### src/sys_ctrl_pkg.sv
// Shared constants, types and register map of the system control block
package sys_ctrl_pkg;

	localparam int              ADDR_W          = 6;
	localparam int              N_IRQ_LINES     = 4;

	localparam logic [ADDR_W-1:0] OFF_EXT_MODE    = 6'h00;
	localparam logic [ADDR_W-1:0] OFF_EXT_FLAG    = 6'h04;
	localparam logic [ADDR_W-1:0] OFF_EXT_WAKE    = 6'h08;
	localparam logic [ADDR_W-1:0] OFF_EXT_ROUTE   = 6'h0C;
	localparam logic [ADDR_W-1:0] OFF_VECTOR_MAP  = 6'h10;
	localparam logic [ADDR_W-1:0] OFF_POWER_MODE  = 6'h14;
	localparam logic [ADDR_W-1:0] OFF_PERIPH_GATE = 6'h18;
	localparam logic [ADDR_W-1:0] OFF_PCLK_DIV    = 6'h1C;
	localparam logic [ADDR_W-1:0] OFF_PLL_CTRL    = 6'h20;
	localparam logic [ADDR_W-1:0] OFF_PROT_STATUS = 6'h24;
	localparam logic [ADDR_W-1:0] OFF_BOOT_REQ    = 6'h28;

	localparam int              IDLE_BIT        = 0;
	localparam int              DOWN_BIT        = 1;
	localparam int              PLL_EN_BIT      = 0;
	localparam int              PLL_CONNECT_BIT = 1;

	localparam logic [1:0]      RESP_OKAY       = 2'h0;
	localparam logic [1:0]      RESP_SLVERR     = 2'h2;

	localparam logic [1:0]      DIV_QUARTER     = 2'h0;
	localparam logic [1:0]      DIV_ONE         = 2'h1;
	localparam logic [1:0]      DIV_TWO         = 2'h2;
	localparam logic [1:0]      TERM_ONE        = 2'h0;
	localparam logic [1:0]      TERM_TWO        = 2'h1;
	localparam logic [1:0]      TERM_QUARTER    = 2'h3;

	typedef enum logic [1:0] {
		LVL_NONE  = 2'b00,
		LVL_ONE   = 2'b01,
		LVL_TWO   = 2'b10,
		LVL_THREE = 2'b11
	} prot_level_t;

	typedef enum logic [1:0] {
		PWR_RUN  = 2'b00,
		PWR_IDLE = 2'b01,
		PWR_DOWN = 2'b10,
		PWR_WAKE = 2'b11
	} power_state_t;

	typedef struct packed {
		logic cpu_clk_en;
		logic bus_clk_en;
		logic osc_en;
		logic pll_run;
		logic pins_hold;
	} clock_gate_t;

	typedef struct packed {
		logic debug_en;
		logic isp_en;
		logic isp_sector0_locked;
		logic isp_erase_only;
		logic boot_pin_honored;
		logic iap_en;
	} access_t;

endpackage

### src/system_power_protect_ctrl.sv
// System control: code protection, external interrupts, vector map, power and clock control
// Contract
// - Protection level decoded from flash pattern word
// - In-application flash programming never blocked
// - Level one: no debug, no sector 0
// - Level two: no debug, erase-all only
// - Level three: no debug, boot, pin
// - Level three still honours application boot request
// - Nine edge/level pins onto four lines
// - Enabled external pins wake from power-down
// - Vector area maps to flash or SRAM
// - Idle halts execution until reset/interrupt
// - Peripheral clocks keep running during idle
// - Idle stops processor, memory and bus clocks
// - Power-down stops oscillator and all clocks
// - Power-down retains state, holds output pins
// - Power-down left on reset or clockless interrupt
// - Individual software clock gate per peripheral
// - Peripheral clock divides core by 1/2/4
// - Peripheral divider resets to quarter rate
// - Frequency loop kept running through idle
// - Wake from power-down passes the wake-up timer; idle exits straight to run
// - Loop off and bypassed after reset
`timescale 1ns/10ps

module system_power_protect_ctrl
	import sys_ctrl_pkg::*;
#(
	parameter int          N_EXT         = 9,
	parameter int          N_PERIPH      = 16,
	parameter int          WAKE_CYCLES   = 16,
	parameter logic [31:0] PATTERN_ONE   = 32'h1111_1111,
	parameter logic [31:0] PATTERN_TWO   = 32'h2222_2222,
	parameter logic [31:0] PATTERN_THREE = 32'h3333_3333
) (
	input  wire logic                    aclk,
	input  wire logic                    aresetn,
	input  wire logic [ADDR_W-1:0]       awaddr,
	input  wire logic                    awvalid,
	output logic                         awready,
	input  wire logic [31:0]             wdata,
	input  wire logic [3:0]              wstrb,
	input  wire logic                    wvalid,
	output logic                         wready,
	output logic [1:0]                   bresp,
	output logic                         bvalid,
	input  wire logic                    bready,
	input  wire logic [ADDR_W-1:0]       araddr,
	input  wire logic                    arvalid,
	output logic                         arready,
	output logic [31:0]                  rdata,
	output logic [1:0]                   rresp,
	output logic                         rvalid,
	input  wire logic                    rready,
	input  wire logic [N_EXT-1:0]        ext_pin,
	input  wire logic                    periph_irq,
	input  wire logic [31:0]             flash_protect_word,
	input  wire logic                    flash_word_valid,
	input  wire logic                    boot_entry_pin,
	input  wire logic                    pll_lock,
	output logic [N_IRQ_LINES-1:0]       ext_irq,
	output clock_gate_t                  clock_gate,
	output logic [N_PERIPH-1:0]          periph_clk_gate,
	output logic                         pclk_en,
	output logic                         core_clk_from_pll,
	output logic                         vectors_in_sram,
	output access_t                      access,
	output logic                         boot_loader_entry
);

	////////////////////////////////////////////////////////////////////////////////
	// Register state

	logic [N_EXT-1:0]    ext_mode;
	logic [N_EXT-1:0]    ext_flag;
	logic [N_EXT-1:0]    ext_wake;
	logic [2*N_EXT-1:0]  ext_route;
	logic [N_EXT-1:0]    ext_prev;
	logic [1:0]          power_mode;
	logic [N_PERIPH-1:0] periph_gate;
	logic [1:0]          pclk_div;
	logic [1:0]          pll_ctrl;
	logic                boot_request;
	prot_level_t         level;
	logic                prot_valid;
	power_state_t        state;
	power_state_t        next_state;
	logic [15:0]         wake_cnt;
	logic [1:0]          pclk_cnt;
	logic [1:0]          pclk_active;
	logic                aw_got;
	logic                w_got;
	logic [ADDR_W-1:0]   aw_addr;
	logic [31:0]         w_data;
	logic [3:0]          w_strb;
	logic                wr_fire;
	logic [31:0]         rd_word;
	logic                rd_err;
	logic                any_irq;
	logic                wake_req;
	logic                periph_run;
	logic [31:0]         flag_clr;
	logic [N_EXT-1:0]    edge_hit;

	function automatic logic [31:0] apply_strb(input logic [31:0] old,
		input logic [31:0] nw, input logic [3:0] strb);
		logic [31:0] res;
		res = old;
		for (int b = 0; b < 4; b++) begin
			if (strb[b]) begin
				res[8*b +: 8] = nw[8*b +: 8];
			end
		end
		return res;
	endfunction

	function automatic logic wr_hit(input logic [ADDR_W-1:0] off);
		return wr_fire && (aw_addr == off);
	endfunction

	function automatic logic [31:0] merged(input logic [31:0] old);
		return apply_strb(old, w_data, w_strb);
	endfunction

	function automatic prot_level_t decode_level(input logic [31:0] word);
		if (word == PATTERN_THREE) begin
			return LVL_THREE;
		end else if (word == PATTERN_TWO) begin
			return LVL_TWO;
		end else if (word == PATTERN_ONE) begin
			return LVL_ONE;
		end
		return LVL_NONE;
	endfunction

	function automatic logic [1:0] div_terminal(input logic [1:0] sel);
		unique case (sel)
			DIV_ONE: return TERM_ONE;
			DIV_TWO: return TERM_TWO;
			default: return TERM_QUARTER;
		endcase
	endfunction

	////////////////////////////////////////////////////////////////////////////////
	// AXI4-Lite slave; address and data accepted in either order

	assign awready = !aw_got && !bvalid;
	assign wready  = !w_got && !bvalid;
	assign arready = !rvalid;
	assign wr_fire = aw_got && w_got && !bvalid;

	always_ff @(posedge aclk) begin
		if (!aresetn) begin
			aw_got  <= 1'b0;
			w_got   <= 1'b0;
			aw_addr <= '0;
			w_data  <= '0;
			w_strb  <= '0;
			bvalid  <= 1'b0;
			bresp   <= RESP_OKAY;
		end else begin
			if (awvalid && awready) begin
				aw_got  <= 1'b1;
				aw_addr <= awaddr;
			end
			if (wvalid && wready) begin
				w_got  <= 1'b1;
				w_data <= wdata;
				w_strb <= wstrb;
			end
			if (wr_fire) begin
				aw_got <= 1'b0;
				w_got  <= 1'b0;
				bvalid <= 1'b1;
				bresp  <= (aw_addr > OFF_BOOT_REQ || aw_addr[1:0] != 2'h0 ||
					aw_addr == OFF_PROT_STATUS) ? RESP_SLVERR : RESP_OKAY;
			end else if (bvalid && bready) begin
				bvalid <= 1'b0;
			end
		end
	end

	always_comb begin
		rd_word = '0;
		rd_err  = 1'b0;
		unique case (araddr)
			OFF_EXT_MODE:    rd_word = 32'(ext_mode);
			OFF_EXT_FLAG:    rd_word = 32'(ext_flag);
			OFF_EXT_WAKE:    rd_word = 32'(ext_wake);
			OFF_EXT_ROUTE:   rd_word = 32'(ext_route);
			OFF_VECTOR_MAP:  rd_word = 32'(vectors_in_sram);
			OFF_POWER_MODE:  rd_word = 32'({state, power_mode});
			OFF_PERIPH_GATE: rd_word = 32'(periph_gate);
			OFF_PCLK_DIV:    rd_word = 32'(pclk_div);
			OFF_PLL_CTRL:    rd_word = 32'({pll_lock, pll_ctrl});
			OFF_PROT_STATUS: rd_word = 32'({access, boot_loader_entry, prot_valid, level});
			OFF_BOOT_REQ:    rd_word = 32'(boot_request);
			default:         rd_err  = 1'b1;
		endcase
	end

	always_ff @(posedge aclk) begin
		if (!aresetn) begin
			rvalid <= 1'b0;
			rdata  <= '0;
			rresp  <= RESP_OKAY;
		end else if (arvalid && arready) begin
			rvalid <= 1'b1;
			rdata  <= rd_word;
			rresp  <= rd_err ? RESP_SLVERR : RESP_OKAY;
		end else if (rready) begin
			rvalid <= 1'b0;
		end
	end

	////////////////////////////////////////////////////////////////////////////////
	// Configuration registers

	always_ff @(posedge aclk) begin
		if (!aresetn) begin
			ext_mode        <= '0;
			ext_wake        <= '0;
			ext_route       <= '0;
			vectors_in_sram <= 1'b0;
			periph_gate     <= '1;
			pclk_div        <= DIV_QUARTER;
			pll_ctrl        <= '0;
		end else begin
			if (wr_hit(OFF_EXT_MODE))
				ext_mode <= N_EXT'(merged(32'(ext_mode)));
			if (wr_hit(OFF_EXT_WAKE))
				ext_wake <= N_EXT'(merged(32'(ext_wake)));
			if (wr_hit(OFF_EXT_ROUTE))
				ext_route <= (2*N_EXT)'(merged(32'(ext_route)));
			if (wr_hit(OFF_VECTOR_MAP))
				vectors_in_sram <= 1'(merged(32'(vectors_in_sram)));
			if (wr_hit(OFF_PERIPH_GATE))
				periph_gate <= N_PERIPH'(merged(32'(periph_gate)));
			if (wr_hit(OFF_PCLK_DIV))
				pclk_div <= 2'(merged(32'(pclk_div)));
			if (wr_hit(OFF_PLL_CTRL))
				pll_ctrl <= 2'(merged(32'(pll_ctrl)));
		end
	end

	// Loop only feeds the core once enabled, connected and locked
	assign core_clk_from_pll = pll_ctrl[PLL_EN_BIT] && pll_ctrl[PLL_CONNECT_BIT] && pll_lock;

	////////////////////////////////////////////////////////////////////////////////
	// Code read protection

	always_ff @(posedge aclk) begin
		if (!aresetn) begin
			level             <= LVL_NONE;
			prot_valid        <= 1'b0;
			boot_loader_entry <= 1'b0;
		end else begin
			if (flash_word_valid && !prot_valid) begin
				level      <= decode_level(flash_protect_word);
				prot_valid <= 1'b1;
				// Strap caught once, at the first protection read after reset
				if (boot_entry_pin && decode_level(flash_protect_word) != LVL_THREE)
					boot_loader_entry <= 1'b1;
			end
			if (prot_valid && boot_request)
				boot_loader_entry <= 1'b1;
		end
	end

	always_ff @(posedge aclk) begin
		if (!aresetn) begin
			boot_request <= 1'b0;
		end else if (wr_hit(OFF_BOOT_REQ)) begin
			boot_request <= 1'(merged(32'(boot_request)));
		end
	end

	// Until the pattern is read all but IAP stays locked, unless software requests boot
	always_comb begin
		access                    = '0;
		access.iap_en             = 1'b1;
		access.debug_en           = prot_valid && level == LVL_NONE;
		access.isp_en             = (prot_valid && level != LVL_THREE) || boot_request;
		access.isp_sector0_locked = level == LVL_ONE;
		access.isp_erase_only     = level == LVL_TWO;
		access.boot_pin_honored   = prot_valid && level != LVL_THREE;
	end

	////////////////////////////////////////////////////////////////////////////////
	// External interrupt inputs

	// Write-one-clear mask and rising edges of the pins
	assign flag_clr = apply_strb(32'h0, w_data, w_strb);
	assign edge_hit = ext_mode & ext_pin & ~ext_prev;

	always_ff @(posedge aclk) begin
		if (!aresetn) begin
			ext_prev <= '0;
			ext_flag <= '0;
		end else begin
			ext_prev <= ext_pin;
			for (int i = 0; i < N_EXT; i++) begin
				if (wr_hit(OFF_EXT_FLAG) && flag_clr[i])
					ext_flag[i] <= 1'b0;
				// Set after the clear so a same-cycle event is kept
				if (ext_mode[i] ? (ext_pin[i] && !ext_prev[i]) : ext_pin[i])
					ext_flag[i] <= 1'b1;
			end
		end
	end

	always_ff @(posedge aclk) begin
		if (!aresetn) begin
			ext_irq <= '0;
		end else begin
			for (int k = 0; k < N_IRQ_LINES; k++) begin
				ext_irq[k] <= 1'b0;
				for (int i = 0; i < N_EXT; i++) begin
					if (ext_flag[i] && ext_route[2*i +: 2] == 2'(k))
						ext_irq[k] <= 1'b1;
				end
			end
		end
	end

	assign any_irq  = (|ext_irq) || periph_irq;
	// Raw pin levels: detection needs no running clock
	assign wake_req = |(ext_pin & ext_wake);

	////////////////////////////////////////////////////////////////////////////////
	// Power modes

	always_comb begin
		next_state = state;
		unique case (state)
			PWR_RUN: begin
				if (power_mode[DOWN_BIT])
					next_state = PWR_DOWN;
				else if (power_mode[IDLE_BIT])
					next_state = PWR_IDLE;
			end
			PWR_IDLE: begin
				if (any_irq)
					next_state = PWR_RUN;
			end
			PWR_DOWN: begin
				if (wake_req)
					next_state = PWR_WAKE;
			end
			PWR_WAKE: begin
				if (wake_cnt == 16'(WAKE_CYCLES - 1))
					next_state = PWR_RUN;
			end
		endcase
	end

	always_ff @(posedge aclk) begin
		if (!aresetn) begin
			state      <= PWR_RUN;
			wake_cnt   <= '0;
			power_mode <= '0;
			clock_gate <= '{cpu_clk_en: 1'b1, bus_clk_en: 1'b1, osc_en: 1'b1,
				pll_run: 1'b0, pins_hold: 1'b0};
		end else begin
			state    <= next_state;
			wake_cnt <= (state == PWR_WAKE) ? wake_cnt + 16'h0001 : 16'h0000;
			if (wr_hit(OFF_POWER_MODE) && state == PWR_RUN)
				power_mode <= 2'(merged(32'(power_mode)));
			// Mode request self-clears on the way back to run
			if (next_state == PWR_RUN && state != PWR_RUN)
				power_mode <= '0;
			clock_gate.cpu_clk_en <= next_state == PWR_RUN;
			clock_gate.bus_clk_en <= next_state == PWR_RUN;
			clock_gate.osc_en     <= next_state != PWR_DOWN;
			clock_gate.pll_run    <= pll_ctrl[PLL_EN_BIT] &&
				(next_state == PWR_RUN || next_state == PWR_IDLE);
			clock_gate.pins_hold  <= next_state == PWR_DOWN || next_state == PWR_WAKE;
		end
	end

	////////////////////////////////////////////////////////////////////////////////
	// Peripheral clock divider and gates

	// Next state, so no pulse leaks into the first power-down cycle
	assign periph_run = next_state == PWR_RUN || next_state == PWR_IDLE;

	always_ff @(posedge aclk) begin
		if (!aresetn) begin
			pclk_cnt    <= '0;
			pclk_active <= DIV_QUARTER;
			pclk_en     <= 1'b0;
		end else if (!periph_run) begin
			pclk_en <= 1'b0;
		end else if (pclk_cnt == div_terminal(pclk_active)) begin
			// New ratio only taken at a period boundary
			pclk_cnt    <= '0;
			pclk_active <= pclk_div;
			pclk_en     <= 1'b1;
		end else begin
			pclk_cnt <= pclk_cnt + 2'h1;
			pclk_en  <= 1'b0;
		end
	end

	always_ff @(posedge aclk) begin
		if (!aresetn) begin
			periph_clk_gate <= '0;
		end else begin
			periph_clk_gate <= periph_gate & {N_PERIPH{next_state == PWR_RUN ||
				next_state == PWR_IDLE}};
		end
	end
endmodule

### config.mk
export PLATFORM = sky130hd
export DESIGN_NAME = system_power_protect_ctrl
export DESIGN_NICKNAME = d
export VERILOG_FILES = /design/src/sys_ctrl_pkg.sv /design/src/system_power_protect_ctrl.sv
export SDC_FILE = /design/constraint.sdc
export NUM_CORES = 1
export LEC_CHECK = 0
export BUFFER_PORTS_ARGS = -buffer_cell sky130_fd_sc_hd__buf_2
export CAP_MARGIN = 40
export CORE_ASPECT_RATIO = 2
export CORE_MARGIN = 2
export CORE_UTILIZATION = 40
export DETAILED_ROUTE_END_ITERATION = 7
export SYNTH_ARGS = -nofsm -noshare
export SYNTH_HDL_FRONTEND = slang
export SYNTH_SLANG_ARGS = --single-unit
export TNS_END_PERCENT = 100
### constraint.sdc
create_clock -name aclk -period 2.15 [get_ports aclk]
set_input_delay 0.3225 -clock aclk [delete_from_list [all_inputs] [get_ports aclk]]
set_output_delay 0.3225 -clock aclk [all_outputs]
set_load 0.01 [all_outputs]
======== Word-level counts from Yosys, hierarchy flattened ========
Index checks and enable logic that the tools add are counted.
word-level totals
  flip-flop bits (word level) ............. 196
  input port bits ......................... 100
  output and inout bits ................... 76
  logic and storage cells ................. 370
cells by class
  add/subtract/negate cells ............... 2
  order comparisons ....................... 1
  equal/unequal tests ..................... 65
  multiplexer cells ....................... 97
  bitwise gates (word level) .............. 3
  reduce and logical (&&, ||, !) cells .... 154
operators by type and width
  kind                   number
  $pmux 18 s11           1
  $logic_and 1x1->1      82
  $mux 1                 77
  $eq 32x30->1 const B   2
  $eq 2x2->1 const B     24
  $eq 6x5->1 const B     8
  $eq 6x6->1 const B     6
  $reduce_and 2->1       18
  $eq 32x29->1 const B   1
  $mux 2                 16
  $reduce_bool 2->1      15
  $eq 2x1->1 const B     13
  $eq 6x4->1 const B     4
  $logic_not 2->1        12
  $add 16x1->16 const B  1
  $and 16x16->16         1
  $eq 16x4->1 const B    1
  $logic_not 1->1        14
  $eq 6x3->1 const B     2
  $logic_not 6->1        2
  $reduce_or 11->1       1
  $and 9x9->9            1
  $reduce_or 9->1        1
  $mux 8                 1
  10 further kinds       18

======== Longest topological paths before layout ========
Gate-level depths: netlist (run 1).
  depth in word-level cells ............... 14
  mapped depth ............................ 6
  mapped depth without buffers ............ 6

======== Worst setup path after synthesis (run 1) ========
Ideal clock, no wire load.
  path kind ............................... reg2reg
  from .................................... register bvalid
  to ...................................... register periph_gate[14]
  setup time .............................. 129 ps
  arrival time ............................ 1,431 ps
  required time ........................... 2,021 ps
  path slack .............................. 589 ps
  cell stages (with the launch flop) ...... 7
  path buffers ............................ 2
  clock period less this slack ............ 1,561 ps
  path through ............................ dfxtp_1 -> clkbuf_1 -> and4bb_2 -> and4_1 -> buf_4 -> mux2i_1 -> nand2_1
between the ends
  cells in the longest elaborated chain, start to end .. 4
RTL lines
  element                            line                              RTL
  from (decl)                        system_power_protect_ctrl.sv:46   output logic bvalid,
  from (signal assigned)             system_power_protect_ctrl.sv:159  bvalid <= 1'b0;
  from (signal assigned)             system_power_protect_ctrl.sv:174  bvalid <= 1'b1;
  from (signal assigned)             system_power_protect_ctrl.sv:178  bvalid <= 1'b0;
  $logic_not 1->1                    system_power_protect_ctrl.sv:150  assign wr_fire = aw_got && w_got && !bvalid;
  $logic_and 1x1->1                  system_power_protect_ctrl.sv:150
  $logic_and 1x1->1                  system_power_protect_ctrl.sv:118  return wr_fire && (aw_addr == off);
  $reduce_and 2->1 (no source line)  n/a
  to (signal assigned)               system_power_protect_ctrl.sv:238  periph_gate <= N_PERIPH'(merged(32'(periph_gate)));
  to (decl)                          system_power_protect_ctrl.sv:80   logic [N_PERIPH-1:0] periph_gate;
Every way passes these cells.
A chain may end at the register's enable or synchronous reset.

==> Flow_metrics.wiki, run 1 <==
{| class="wikitable"
! Metric !! Value
|-
| Outcome || complete, no violations
|-
| Critical path startpoint category || flop
|-
| Static power due to leakage || 3.990 nW
|-
| Area share of the largest cell type after synthesis || 45.57%
|-
| Hold Vio Cnt, Final || 0
|-
| Post-detailed-route count of antenna-violating nets || 0
|-
| Synth area leaders || sky130_fd_sc_hd__dfxtp_1 46%, sky130_fd_sc_hd__mux2i_1 9.1%, sky130_fd_sc_hd__nand2_1 5.3%
|-
| Crit Path Max Fanout || 6
|-
| Placeable core region || around 19000 sq um
|-
| Die outline width || between 100 and 150 microns
|-
| Fraction of final layout cells with drive strength greater than 1 || approximately a quarter
|-
| Die outline area || 20980 sq um
|-
| Fmax achieved || between 400 and 500 MHz
|-
| Final min period || between 2 and 2.5 ns
|-
| Slew @ Worst Pin || slightly below 0.6 ns
|-
| Arrival time of data at the critical path endpoint || roughly 1.8 ns
|-
| Fin crit share || a little over nine tenths
|-
| Data required time of the worst path || about 1.8 ns
|-
| Ordered cell list for the critical path || a21boi_1, or2_2, buf_2
|-
| Max transition margin || between 60% and 70%
|-
| Number of global-route vias before repair || roughly 6.5k
|-
| Antenna diode count || 0
|-
| Final cell utilization of the core || between 40% and 50%
|-
| RePlAce Congestion || just over 0.9
|-
| Clock-pin transition on the worst setup and hold timing paths || about 0.07 ns
|-
| Count of unique library cells instantiated by Yosys || 70
|-
| Clock root buffer || sky130_fd_sc_hd__clkbuf_16
|-
| Worst supply voltage drop on vdd || between 0.4 and 0.5 mV
|-
| CTS tree || built
|-
| Total design power || roughly 0.0072 W
|-
| Number of hold-repair buffers added at the cts stage || 0
|-
| Type of the tightest min-delay check || in -> reg
|-
| Total standard cell area after synthesis || just under 8000 sq um
|-
| Number of detailed-route iterations in the first pass || 5
|-
| Unrepaired setup endpoints after global routing || false
|-
| Port Buffers || 143
|-
| Vias per std cell || between 5 and 6
|-
| Total number of H-tree levels || 4
|-
| Number of max-slew violations in the final report || 0
|-
| First-pass GRT wire length || approximately 36000 microns
|-
| Avg Synthesized Cell Area || 9.314 sq um
|-
| Number of clock sinks seen by CTS || 180
|-
| Dominant cell type by area after synthesis || sky130_fd_sc_hd__dfxtp_1
|-
| Largest net degree at the start of global routing || 77
|-
| Detailed router's first-iteration violation count || between 200 and 300
|-
| Share of flip-flops with an asynchronous set or reset || 0%
|-
| Slowest cell on the critical path || sky130_fd_sc_hd__dfxtp_1
|-
| Placement row count || 72
|-
| Initial antenna violation count || 0
|-
| Clock skew after layout || ~0.0087 ns
|-
| Setup_tns || 0 ns
|-
| Global Route Usage Sum || between 20 and 25%
|-
| Post-synth top flop || sky130_fd_sc_hd__dfxtp_1
|-
| Cells after synthesis || 849
|-
| Total vias in the final route || 6623
|-
| Floorplan die height || between 200 and 250 microns
|-
| # nets final || about 1.1k
|-
| Slowest stage delay, CP || roughly 0.49 ns
|-
| Number of fill cells in the layout || about 1.9k
|-
| Setup repair bufs after CTS || 0
|-
| Register bit total from synthesis || 180
|-
| Detailed Route WL || between 20000 and 25000 microns
|-
| Number of synthesis warnings || 0
|-
| Max-cap viol count || 0
|-
| Final number of setup-violating endpoints || 0
|-
| Critical Path Sink Type || primary output
|-
| Top Ports || between 150 and 200
|-
| Portion of the post-synthesis area used by sequential elements || between 40% and 50%
|-
| Areal power density over the cells || 755.8 nW/um^2
|-
| Drt drc || 0
|-
| Number of buffers created by CTS || 17
|-
| Half-perimeter wire length of the detailed placement result || around 18000 microns
|-
| Starting density of the core || about two fifths
|-
| Critical path type || reg -> out
|-
| Relative area change from synthesis to final layout || 20.06%
|-
| Clock latency on the worst-skew pair || approximately 0.44 ns
|-
| Overflow left after global routing || 0
|-
| EDFF count, synth || 0
|-
| Routed len/inst || approximately 18 microns
|-
| Buffer levels on the longest clock path || 2
|}
placed cells by master (no fill, tap or decap), types with 7 or more instances in the layout:
master                      count
sky130_fd_sc_hd__conb_1        17
sky130_fd_sc_hd__and3_1        14
sky130_fd_sc_hd__and2_1        37
sky130_fd_sc_hd__nor3_1        10
sky130_fd_sc_hd__o21ai_0       14
sky130_fd_sc_hd__nor2b_1        9
sky130_fd_sc_hd__buf_4         29
sky130_fd_sc_hd__a22oi_1        7
sky130_fd_sc_hd__a21oi_1       38
sky130_fd_sc_hd__a32o_1         8
sky130_fd_sc_hd__dfxtp_1      180
sky130_fd_sc_hd__nor3b_1       11
sky130_fd_sc_hd__mux2i_1       72
sky130_fd_sc_hd__nand4_1       13
sky130_fd_sc_hd__xor2_1         7
sky130_fd_sc_hd__nor2_1        85
sky130_fd_sc_hd__a221oi_1       9
sky130_fd_sc_hd__clkbuf_16     17
sky130_fd_sc_hd__or4_1          8
sky130_fd_sc_hd__nand2_1      111
sky130_fd_sc_hd__nand3_1       28
sky130_fd_sc_hd__nand3b_1       9
sky130_fd_sc_hd__buf_2        143
report_power, final:
group	total, W	internal [W]	switching, W
registers	0.00355	0.00343	0.000116
clock network	0.00305	0.00163	0.00142
logic	0.000578	0.000256	0.000322
routing by layer:
| layer | track usage, % | routed length [microns] | up-vias |
|---|---|---|---|
| li1 | - | - | 3275 |
| met1 | 24.03 | 8526 | 3137 |
| met2 | 40.76 | 12590 | 164 |
| met3 | 4.750 | 848 | 47 |
| met4 | 11.14 | 1037 | 0 |
| met5 | 0 | 0 | - |
stage by stage:
step                worst slack (ns)  cells  area (sq um)  hold WS (ns)
floorplan                     0.5893    864          7964        0.4132
global placement              0.3309   1235          8925        0.4332
detailed placement            0.3247   1235          8925        0.4380
CTS                          0.07718   1267          9494       0.08047
global route                 0.06314   1267          9494        0.1056
finish                       0.05436   1267          9494       0.09888
critical path: cells and delay by family (launching register included):
| family | cells | cell delay [ns] |
|---|---|---|
| buffers and inverters | 1 | 0.14 |
| flip-flops | 1 | 0.49 |
| AND/OR/NAND/NOR | 1 | 0.22 |
| AO/OA/AOI/OAI | 1 | 0.48 |
area by class of cell:
type                            count  area (sq um)  share of cell area (%)
Multi-Input combinational cell    616          4001                   42.15
Sequential cell                   180          3603                   37.95
Timing Repair Buffer              174         973.4                   10.25
Clock buffer                       18         429.2                   4.520
Tap cell                          259         324.1                   3.413
Clock inverter                     14         140.1                   1.476
Inverter                            6         22.52                  0.2372
path summary, 6_finish.rpt:
kind                            from                        to  slack, ns  cells past startpoint
max          prot_valid$_SDFFE_PN0P_                 access[4]       0.05                      3
min                 flash_word_valid   prot_valid$_SDFFE_PN0P_        0.1                      3
max reg2reg  aw_addr[2]$_SDFFE_PN0P_  ext_flag[0]$_SDFFE_PN0P_       0.36                      4
min reg2reg   wake_cnt[0]$_SDFF_PN0_    wake_cnt[0]$_SDFF_PN0_       0.45                      1
flip-flops by register name, summed over array words and instances (netlist names), 3 cells and up:
register / count
aw_addr: 6
clock_gate: 4
ext_flag: 9
ext_irq: 4
ext_mode: 9
ext_prev: 9
ext_route: 18
ext_wake: 9
periph_clk_gate: 16
periph_gate: 16
rdata: 18
w_data: 18
w_strb: 3
wake_cnt: 16
synthesized netlist by cell type (10+ instances only):
cell,count
sky130_fd_sc_hd__nor2_1,85
sky130_fd_sc_hd__and2_1,37
sky130_fd_sc_hd__and3_1,14
sky130_fd_sc_hd__mux2i_1,72
sky130_fd_sc_hd__nand4_1,13
sky130_fd_sc_hd__a21oi_1,38
sky130_fd_sc_hd__nor3_1,10
sky130_fd_sc_hd__nor3b_1,12
sky130_fd_sc_hd__dfxtp_1,180
sky130_fd_sc_hd__buf_4,23
sky130_fd_sc_hd__nand2_1,111
sky130_fd_sc_hd__clkbuf_1,28
sky130_fd_sc_hd__nand3_1,28
sky130_fd_sc_hd__o21ai_0,14
cells by family after synthesis:
kind of cell | after synthesis | share of synthesized area [%]
compound gates | 123 | 10.78
xor+xnor | 11 | 1.218
fa+ha+maj | 2 | 0.3164
buf+inv | 68 | 4.604
flops | 180 | 45.57
mux | 81 | 11.25
other cells | 2 | 0.09497
simple gates | 382 | 26.17
what timing repair did:
action                                 CTS  global route
setup endpoints to repair                1             0
gates resized for setup                  1             0
endpoints found under the hold margin    0             0
(Power assumes the default switching activity.)
==> inputs of run 2 (changes only) <==
--- a/config.mk
+++ b/config.mk
@@ -11,6 +11,7 @@
 export CORE_MARGIN = 2
 export CORE_UTILIZATION = 40
 export DETAILED_ROUTE_END_ITERATION = 7
+export RECOVER_POWER = 25
 export SYNTH_ARGS = -nofsm -noshare
 export SYNTH_HDL_FRONTEND = slang
 export SYNTH_SLANG_ARGS = --single-unit
==> constraint.sdc (replaced) <==
create_clock -name aclk -period 1.87 [get_ports aclk]
set_input_delay 0.2805 -clock aclk [delete_from_list [all_inputs] [get_ports aclk]]
set_output_delay 0.2805 -clock aclk [all_outputs]
set_load 0.01 [all_outputs]
==> Flow_metrics.wiki, run 2 (same netlist as run 1, synthesis figures left out) <==
{| class="wikitable"
! Metric !! Value
|-
| Logic depth of the worst register-to-register path || 6
|-
| Type of the tightest min-delay check || in -> reg
|-
| First-pass GRT wire length || 35480 microns
|-
| RePlAce Congestion || a little over 0.9
|-
| Fin crit share || a little over nine tenths
|-
| Port Buffers || 143
|-
| Clock latency on the worst-skew pair || 0.44 ns
|-
| Number of fill cells in the layout || 1882
|-
| Clock-pin transition on the worst setup and hold timing paths || 0.07 ns
|-
| Final number of setup-violating endpoints || 0
|-
| Outcome || complete, no violations
|-
| Final min period || 1.771 ns
|-
| Crit Path Max Fanout || 3
|-
| Number of buffers created by CTS || 17
|-
| Hold Crit Endpoint || aw_addr[3]$_SDFFE_PN0P_
|-
| Worst supply voltage drop on vdd || around 0.44 mV
|-
| Total number of H-tree levels || 4
|-
| Buffer levels on the longest clock path || 2
|-
| Ordered cell list for the critical path || a21boi_0, buf_4, or2_2, buf_2
|-
| Worst hold start || awaddr[3]
|-
| Areal power density over the cells || 869.4 nW/um^2
|-
| Placement row count || a little over 70
|-
| Arrival time of data at the critical path endpoint || 1.49 ns
|-
| Setup repair bufs after CTS || 0
|-
| FF-to-FF End || periph_clk_gate[1]$_SDFF_PN0_
|-
| Combined buffer and inverter count along the critical path || 2
|-
| Registers with the most flip-flops || ext_route x18, rdata x18, w_data x18
|-
| Detailed router's first-iteration violation count || 280
|-
| Relative area change from synthesis to final layout || 21.01%
|-
| Sequential cell area in the final layout || 3603 sq um
|-
| Placeable core region || about 19000 sq um
|-
| Clock skew after layout || 0.01129 ns
|-
| Vias per std cell || 5.288
|-
| Drt drc || 0
|-
| Critical Path Sink Type || primary output
|-
| Clock root buffer || sky130_fd_sc_hd__clkbuf_16
|-
| Fmax achieved || around 560 MHz
|-
| Number of detailed-route iterations in the first pass || 7
|-
| Initial antenna violation count || 0
|-
| Number of global-route vias before repair || 6467
|-
| Fraction of final layout cells with drive strength greater than 1 || roughly a fifth
|-
| Half-perimeter wire length of the detailed placement result || roughly 18000 microns
|-
| Start of the worst register-to-register path || state[1]$_SDFF_PN0_
|-
| Detailed Route WL || approximately 24000 microns
|-
| Critical path startpoint category || flop
|-
| Top delay family on crit path || buffers and inverters
|-
| Die outline area || around 21000 sq um
|-
| Critical path type || reg -> out
|-
| Number of clock sinks seen by CTS || 180
|-
| Slew @ Worst Pin || 1.468 ns
|-
| Total design power || a little over 0.008 W
|-
| Routed len/inst || 18.36 microns
|-
| Most frequent cells in the layout || 180 x sky130_fd_sc_hd__dfxtp_1, 111 x sky130_fd_sc_hd__nand2_1, 105 x sky130_fd_sc_hd__buf_2
|-
| Starting density of the core || between 40% and 50%
|-
| Max-cap viol count || 0
|-
| CTS resizes || 0
|-
| Largest net degree at the start of global routing || 38
|-
| Number of max-slew violations in the final report || 0
|-
| Global Route Usage Sum || between 20% and 30%
|-
| Number of hold-repair buffers added at the cts stage || 0
|-
| # nets final || around 1.1k
|-
| Leading cell type in the layout, fill and taps excluded || sky130_fd_sc_hd__dfxtp_1
|-
| Overflow left after global routing || 0
|-
| Setup_tns || 0 ns
|-
| Post-detailed-route count of antenna-violating nets || 0
|-
| Die outline width || between 100 and 150 microns
|-
| Area used by multi-input combinational logic || roughly 4000 sq um
|-
| Unrepaired setup endpoints after global routing || false
|-
| Static power due to leakage || a little under 4 nW
|-
| Flop-to-flop setup slack || 0.18 ns
|-
| Top Ports || approximately 180
|-
| Max transition margin || ~2.1%
|-
| Antenna diode count || 0
|-
| Slowest stage delay, CP || 0.31 ns
|-
| CTS tree || built
|-
| Total vias in the final route || about 6.8k
|-
| Cell depth of the worst min-delay path || 3
|-
| Slowest cell on the critical path || sky130_fd_sc_hd__dfxtp_1
|-
| Hold Vio Cnt, Final || 0
|-
| Floorplan die height || about 200 microns
|-
| Data required time of the worst path || 1.59 ns
|}
[run 2: changes by cell type in the layout (fill, tap and decap cells not counted), sizes merged]
cell / delta
clkinv: -2
inv: -1
clkbuf: +43
buf: -29
clkinvlp: +2
[run 2: worst max path at each step]
stage / start / end / cells past startpoint
2_1_floorplan: bvalid$_SDFFE_PN0P_ / periph_gate[14]$_SDFFE_PN1P_ / 6
3_3_place_gp: ext_pin[0] / clock_gate[2]$_SDFF_PN1_ / 5
3_5_place_dp: ext_pin[0] / clock_gate[2]$_SDFF_PN1_ / 5
4_1_cts: prot_valid$_SDFFE_PN0P_ / access[4] / 4
5_1_grt: level[0]$_SDFFE_PN0P_ / access[4] / 4
6_report: prot_valid$_SDFFE_PN0P_ / access[4] / 4
[run 2: stage by stage]
step           worst slack (ns)  std cells  cell area, sq um  util, %  hold slack, ns
2_1_floorplan            0.3093        864              7964        -          0.3963
3_3_place_gp             0.1193       1248              9047    46.71          0.4332
3_5_place_dp            0.09433       1248              9047    46.71          0.4355
4_1_cts                 0.08585       1280              9632    49.73         0.06321
5_1_grt                 0.05606       1280              9569    49.41         0.08022
6_report                0.09868       1280              9569    49.41         0.07531
[run 2: area by class of cell]
type / count / area share (%)
Clock buffer: 19 / 4.629
Clock inverter: 13 / 1.478
Inverter: 6 / 0.2354
Multi-Input combinational cell: 616 / 41.81
Sequential cell: 180 / 37.66
Tap cell: 259 / 3.387
Timing Repair Buffer: 187 / 10.80
[run 2: per-layer routing]
| metal | up-vias | GRT usage (%) | share of wire (%) |
|---|---|---|---|
| li1 | 3319 | - | - |
| met1 | 3221 | 23.72 | 36 |
| met2 | 184 | 41.98 | 56 |
| met3 | 44 | 3.270 | 4.0 |
| met4 | 0 | 10.81 | 3.9 |
| met5 | - | 0 | 0 |
[run 2: power by group]
group | switching [W] | internal, W | total [W]
combinational | 0.000383 | 0.000293 | 0.000677
clock | 0.00164 | 0.00192 | 0.00356
sequential | 0.000131 | 0.00395 | 0.00408
[run 2: worst reg2reg max path, stage by stage (launching register included)]
cell and delay [ns]:
sky130_fd_sc_hd__dfxtp_1 0.34, sky130_fd_sc_hd__clkbuf_1 0.29, sky130_fd_sc_hd__nand2_1 0.18, sky130_fd_sc_hd__a41oi_4 0.38, sky130_fd_sc_hd__nor3_4 0.06, sky130_fd_sc_hd__buf_4 0.18, sky130_fd_sc_hd__and2_1 0.17
==> inputs of run 3 (changes only) <==
--- a/config.mk
+++ b/config.mk
@@ -8,9 +8,9 @@
 export BUFFER_PORTS_ARGS = -buffer_cell sky130_fd_sc_hd__buf_2
 export CAP_MARGIN = 40
 export CORE_ASPECT_RATIO = 2
-export CORE_MARGIN = 2
-export CORE_UTILIZATION = 40
+export CORE_UTILIZATION = 49
 export DETAILED_ROUTE_END_ITERATION = 7
+export PLACE_DENSITY = 0.76
 export RECOVER_POWER = 25
 export SYNTH_ARGS = -nofsm -noshare
 export SYNTH_HDL_FRONTEND = slang
==> Flow_metrics.wiki, run 3 (same netlist as run 1, synthesis figures left out) <==
{| class="wikitable"
! Metric !! Value
|-
| Flop-to-flop setup slack || about 0.15 ns
|-
| Sequential cell area in the final layout || ~3600 sq um
|-
| Number of max-slew violations in the final report || 0
|-
| Number of fill cells in the layout || 1412
|-
| Final cell utilization of the core || between 60% and 70%
|-
| # nets final || about 1.1k
|-
| Routed len/inst || roughly 18 microns
|-
| Detailed router's first-iteration violation count || 419
|-
| Fin crit share || between 90% and 100%
|-
| Area used by multi-input combinational logic || about 4000 sq um
|-
| Critical Path Sink Type || primary output
|-
| Number of global-route vias before repair || between 6k and 7k
|-
| Placement row count || between 60 and 70
|-
| Starting density of the core || 50.12%
|-
| Registers with the most flip-flops || ext_route x18, rdata x18, w_data x18
|-
| Largest net degree at the start of global routing || 61
|-
| Antenna diode count || 0
|-
| Total number of H-tree levels || 4
|-
| Die outline width || between 90 and 100 microns
|-
| Slew @ Worst Pin || 1.147 ns
|-
| Floorplan die height || around 180 microns
|-
| Placeable core region || approximately 16000 sq um
|-
| Port Buffers || about 140
|-
| Type of the tightest min-delay check || in -> reg
|-
| Relative area change from synthesis to final layout || 19.91%
|-
| Max-cap viol count || 0
|-
| Slowest stage delay, CP || about 0.34 ns
|-
| Drt drc || 0
|-
| RePlAce Congestion || ~0.95
|-
| Global Route Usage Sum || 27.49%
|-
| Outcome || complete, no violations
|-
| Slowest cell on the critical path || sky130_fd_sc_hd__dfxtp_4
|-
| Top Ports || around 180
|-
| Final number of setup-violating endpoints || 0
|-
| Most frequent cells in the layout || 179 x sky130_fd_sc_hd__dfxtp_1, 111 x sky130_fd_sc_hd__nand2_1, 107 x sky130_fd_sc_hd__buf_2
|-
| Crit Path Max Fanout || 3
|-
| Final min period || around 1.8 ns
|-
| Critical path startpoint category || flop
|-
| Buffer levels on the longest clock path || 2
|-
| First-pass GRT wire length || roughly 35000 microns
|-
| Fraction of final layout cells with drive strength greater than 1 || a little over a fifth
|-
| Unrepaired setup endpoints after global routing || false
|-
| Clock latency on the worst-skew pair || around 0.44 ns
|-
| Initial antenna violation count || 0
|-
| FF-to-FF End || pclk_cnt[1]$_SDFFE_PN0N_
|-
| Post-Place Cells || between 1k and 1.5k
|-
| Ordered cell list for the critical path || a21boi_0, buf_4, or2_2, buf_2
|-
| Fmax achieved || ~550 MHz
|-
| Half-perimeter wire length of the detailed placement result || about 17000 microns
|-
| Final-layout worst hold slack || ~0.048 ns
|-
| Arrival time of data at the critical path endpoint || roughly 1.5 ns
|-
| Number of clock sinks seen by CTS || 180
|-
| Number of hold-repair buffers added at the cts stage || 0
|-
| Static power due to leakage || about 3.9 nW
|-
| CTS tree || built
|-
| Start of the worst register-to-register path || wake_cnt[12]$_SDFF_PN0_
|-
| Clock skew after layout || 0.01086 ns
|-
| Logic depth of the worst register-to-register path || 4
|-
| Areal power density over the cells || 869.5 nW/um^2
|-
| Die outline area || around 17000 sq um
|-
| Clock root buffer || sky130_fd_sc_hd__clkbuf_16
|-
| Clock-pin transition on the worst setup and hold timing paths || roughly 0.07 ns
|-
| Non-filler instance count after layout || ~1.2k
|-
| Number of detailed-route iterations in the first pass || 5
|-
| Hold Vio Cnt, Final || 0
|-
| Worst setup path start || prot_valid$_SDFFE_PN0P_
|-
| Critical path type || reg -> out
|-
| Detailed Route WL || approximately 22000 microns
|-
| Post-detailed-route count of antenna-violating nets || 0
|-
| Data required time of the worst path || around 1.6 ns
|-
| Total vias in the final route || a little under 7k
|-
| Worst supply voltage drop on vdd || 0.5252 mV
|-
| Overflow left after global routing || 0
|-
| Setup_tns || 0 ns
|-
| End point of the critical path || access[4]
|-
| Vias per std cell || approximately 5.6
|-
| Max transition margin || roughly a quarter
|-
| Number of buffers created by CTS || 17
|-
| Leading cell type in the layout, fill and taps excluded || sky130_fd_sc_hd__dfxtp_1
|}
## run 3: cell count changes in the layout (fill, tap and decap cells not counted), sizes merged
| cell | delta |
|---|---|
| clkinv | +4 |
| clkinvlp | -3 |
| buf | -2 |
| clkbuf | -2 |
| inv | +2 |
| bufinv | -1 |
## run 3: layout make-up
cell class / count / share of cell area, %
inverter: 6 / 0.2375
tap: 201 / 2.652
clock buffer: 17 / 4.487
multi-input combinational: 616 / 42.20
clock inverter: 15 / 1.689
sequential: 180 / 38.04
timing repair buffer: 185 / 10.69
## run 3: how the worst min path moves through the flow
stage	from	endpoint	slack [ns]	depth (start not counted)
CTS	flash_word_valid	prot_valid$_SDFFE_PN0P_	0.04	3
detailed placement	rdata[7]$_SDFFE_PN0P_	rdata[7]$_SDFFE_PN0P_	0.45	2
floorplan	flash_word_valid	prot_valid$_SDFFE_PN0P_	0.40	2
global placement	wake_cnt[0]$_SDFF_PN0_	wake_cnt[0]$_SDFF_PN0_	0.44	1
finish	flash_word_valid	prot_valid$_SDFFE_PN0P_	0.05	3
global route	flash_word_valid	prot_valid$_SDFFE_PN0P_	0.06	3
## run 3: per-stage QoR
stage	power (W)	instance area, sq um	setup slack (ns)
after floorplan	0.004544	7964	0.3093
after global placement	0.004823	8952	0.1341
after detailed placement	0.004839	8952	0.06928
after CTS	0.008320	9539	0.01571
after global routing	0.008559	9482	0.003459
final	0.008244	9482	0.05809
## run 3: critical path, delay by kind of cell (launching register included)
kind / cells / cell delay, ns
AO/OA/AOI/OAI: 1 / 0.13
buffers and inverters: 2 / 0.32
flip-flops: 1 / 0.34
AND/OR/NAND/NOR: 1 / 0.29
## run 3: timing repair
action / in CTS / in global routing
hold endpoints to repair: 0 / 0
setup buffers: 0 / 1
resized for setup: 1 / 2
pin swaps: 0 / 0
endpoints found under the setup margin: 1 / 2
## run 3: metal layers
| metal | wire length (microns) | global-route usage [%] |
|---|---|---|
| met1 | 7899 | 27.96 |
| met2 | 12180 | 51.13 |
| met3 | 1041 | 5.109 |
| met4 | 1229 | 16.25 |
| met5 | 0 | 0 |
## run 3: power by group
| group | switching (W) | internal, W | leakage (nW) |
|---|---|---|---|
| Combinational | 0.000378 | 0.000291 | 2.15 |
| Clock | 0.00171 | 0.00179 | 0.289 |
| Sequential | 0.000130 | 0.00395 | 1.47 |
| Total | 0.00222 | 0.00603 | 3.91 |
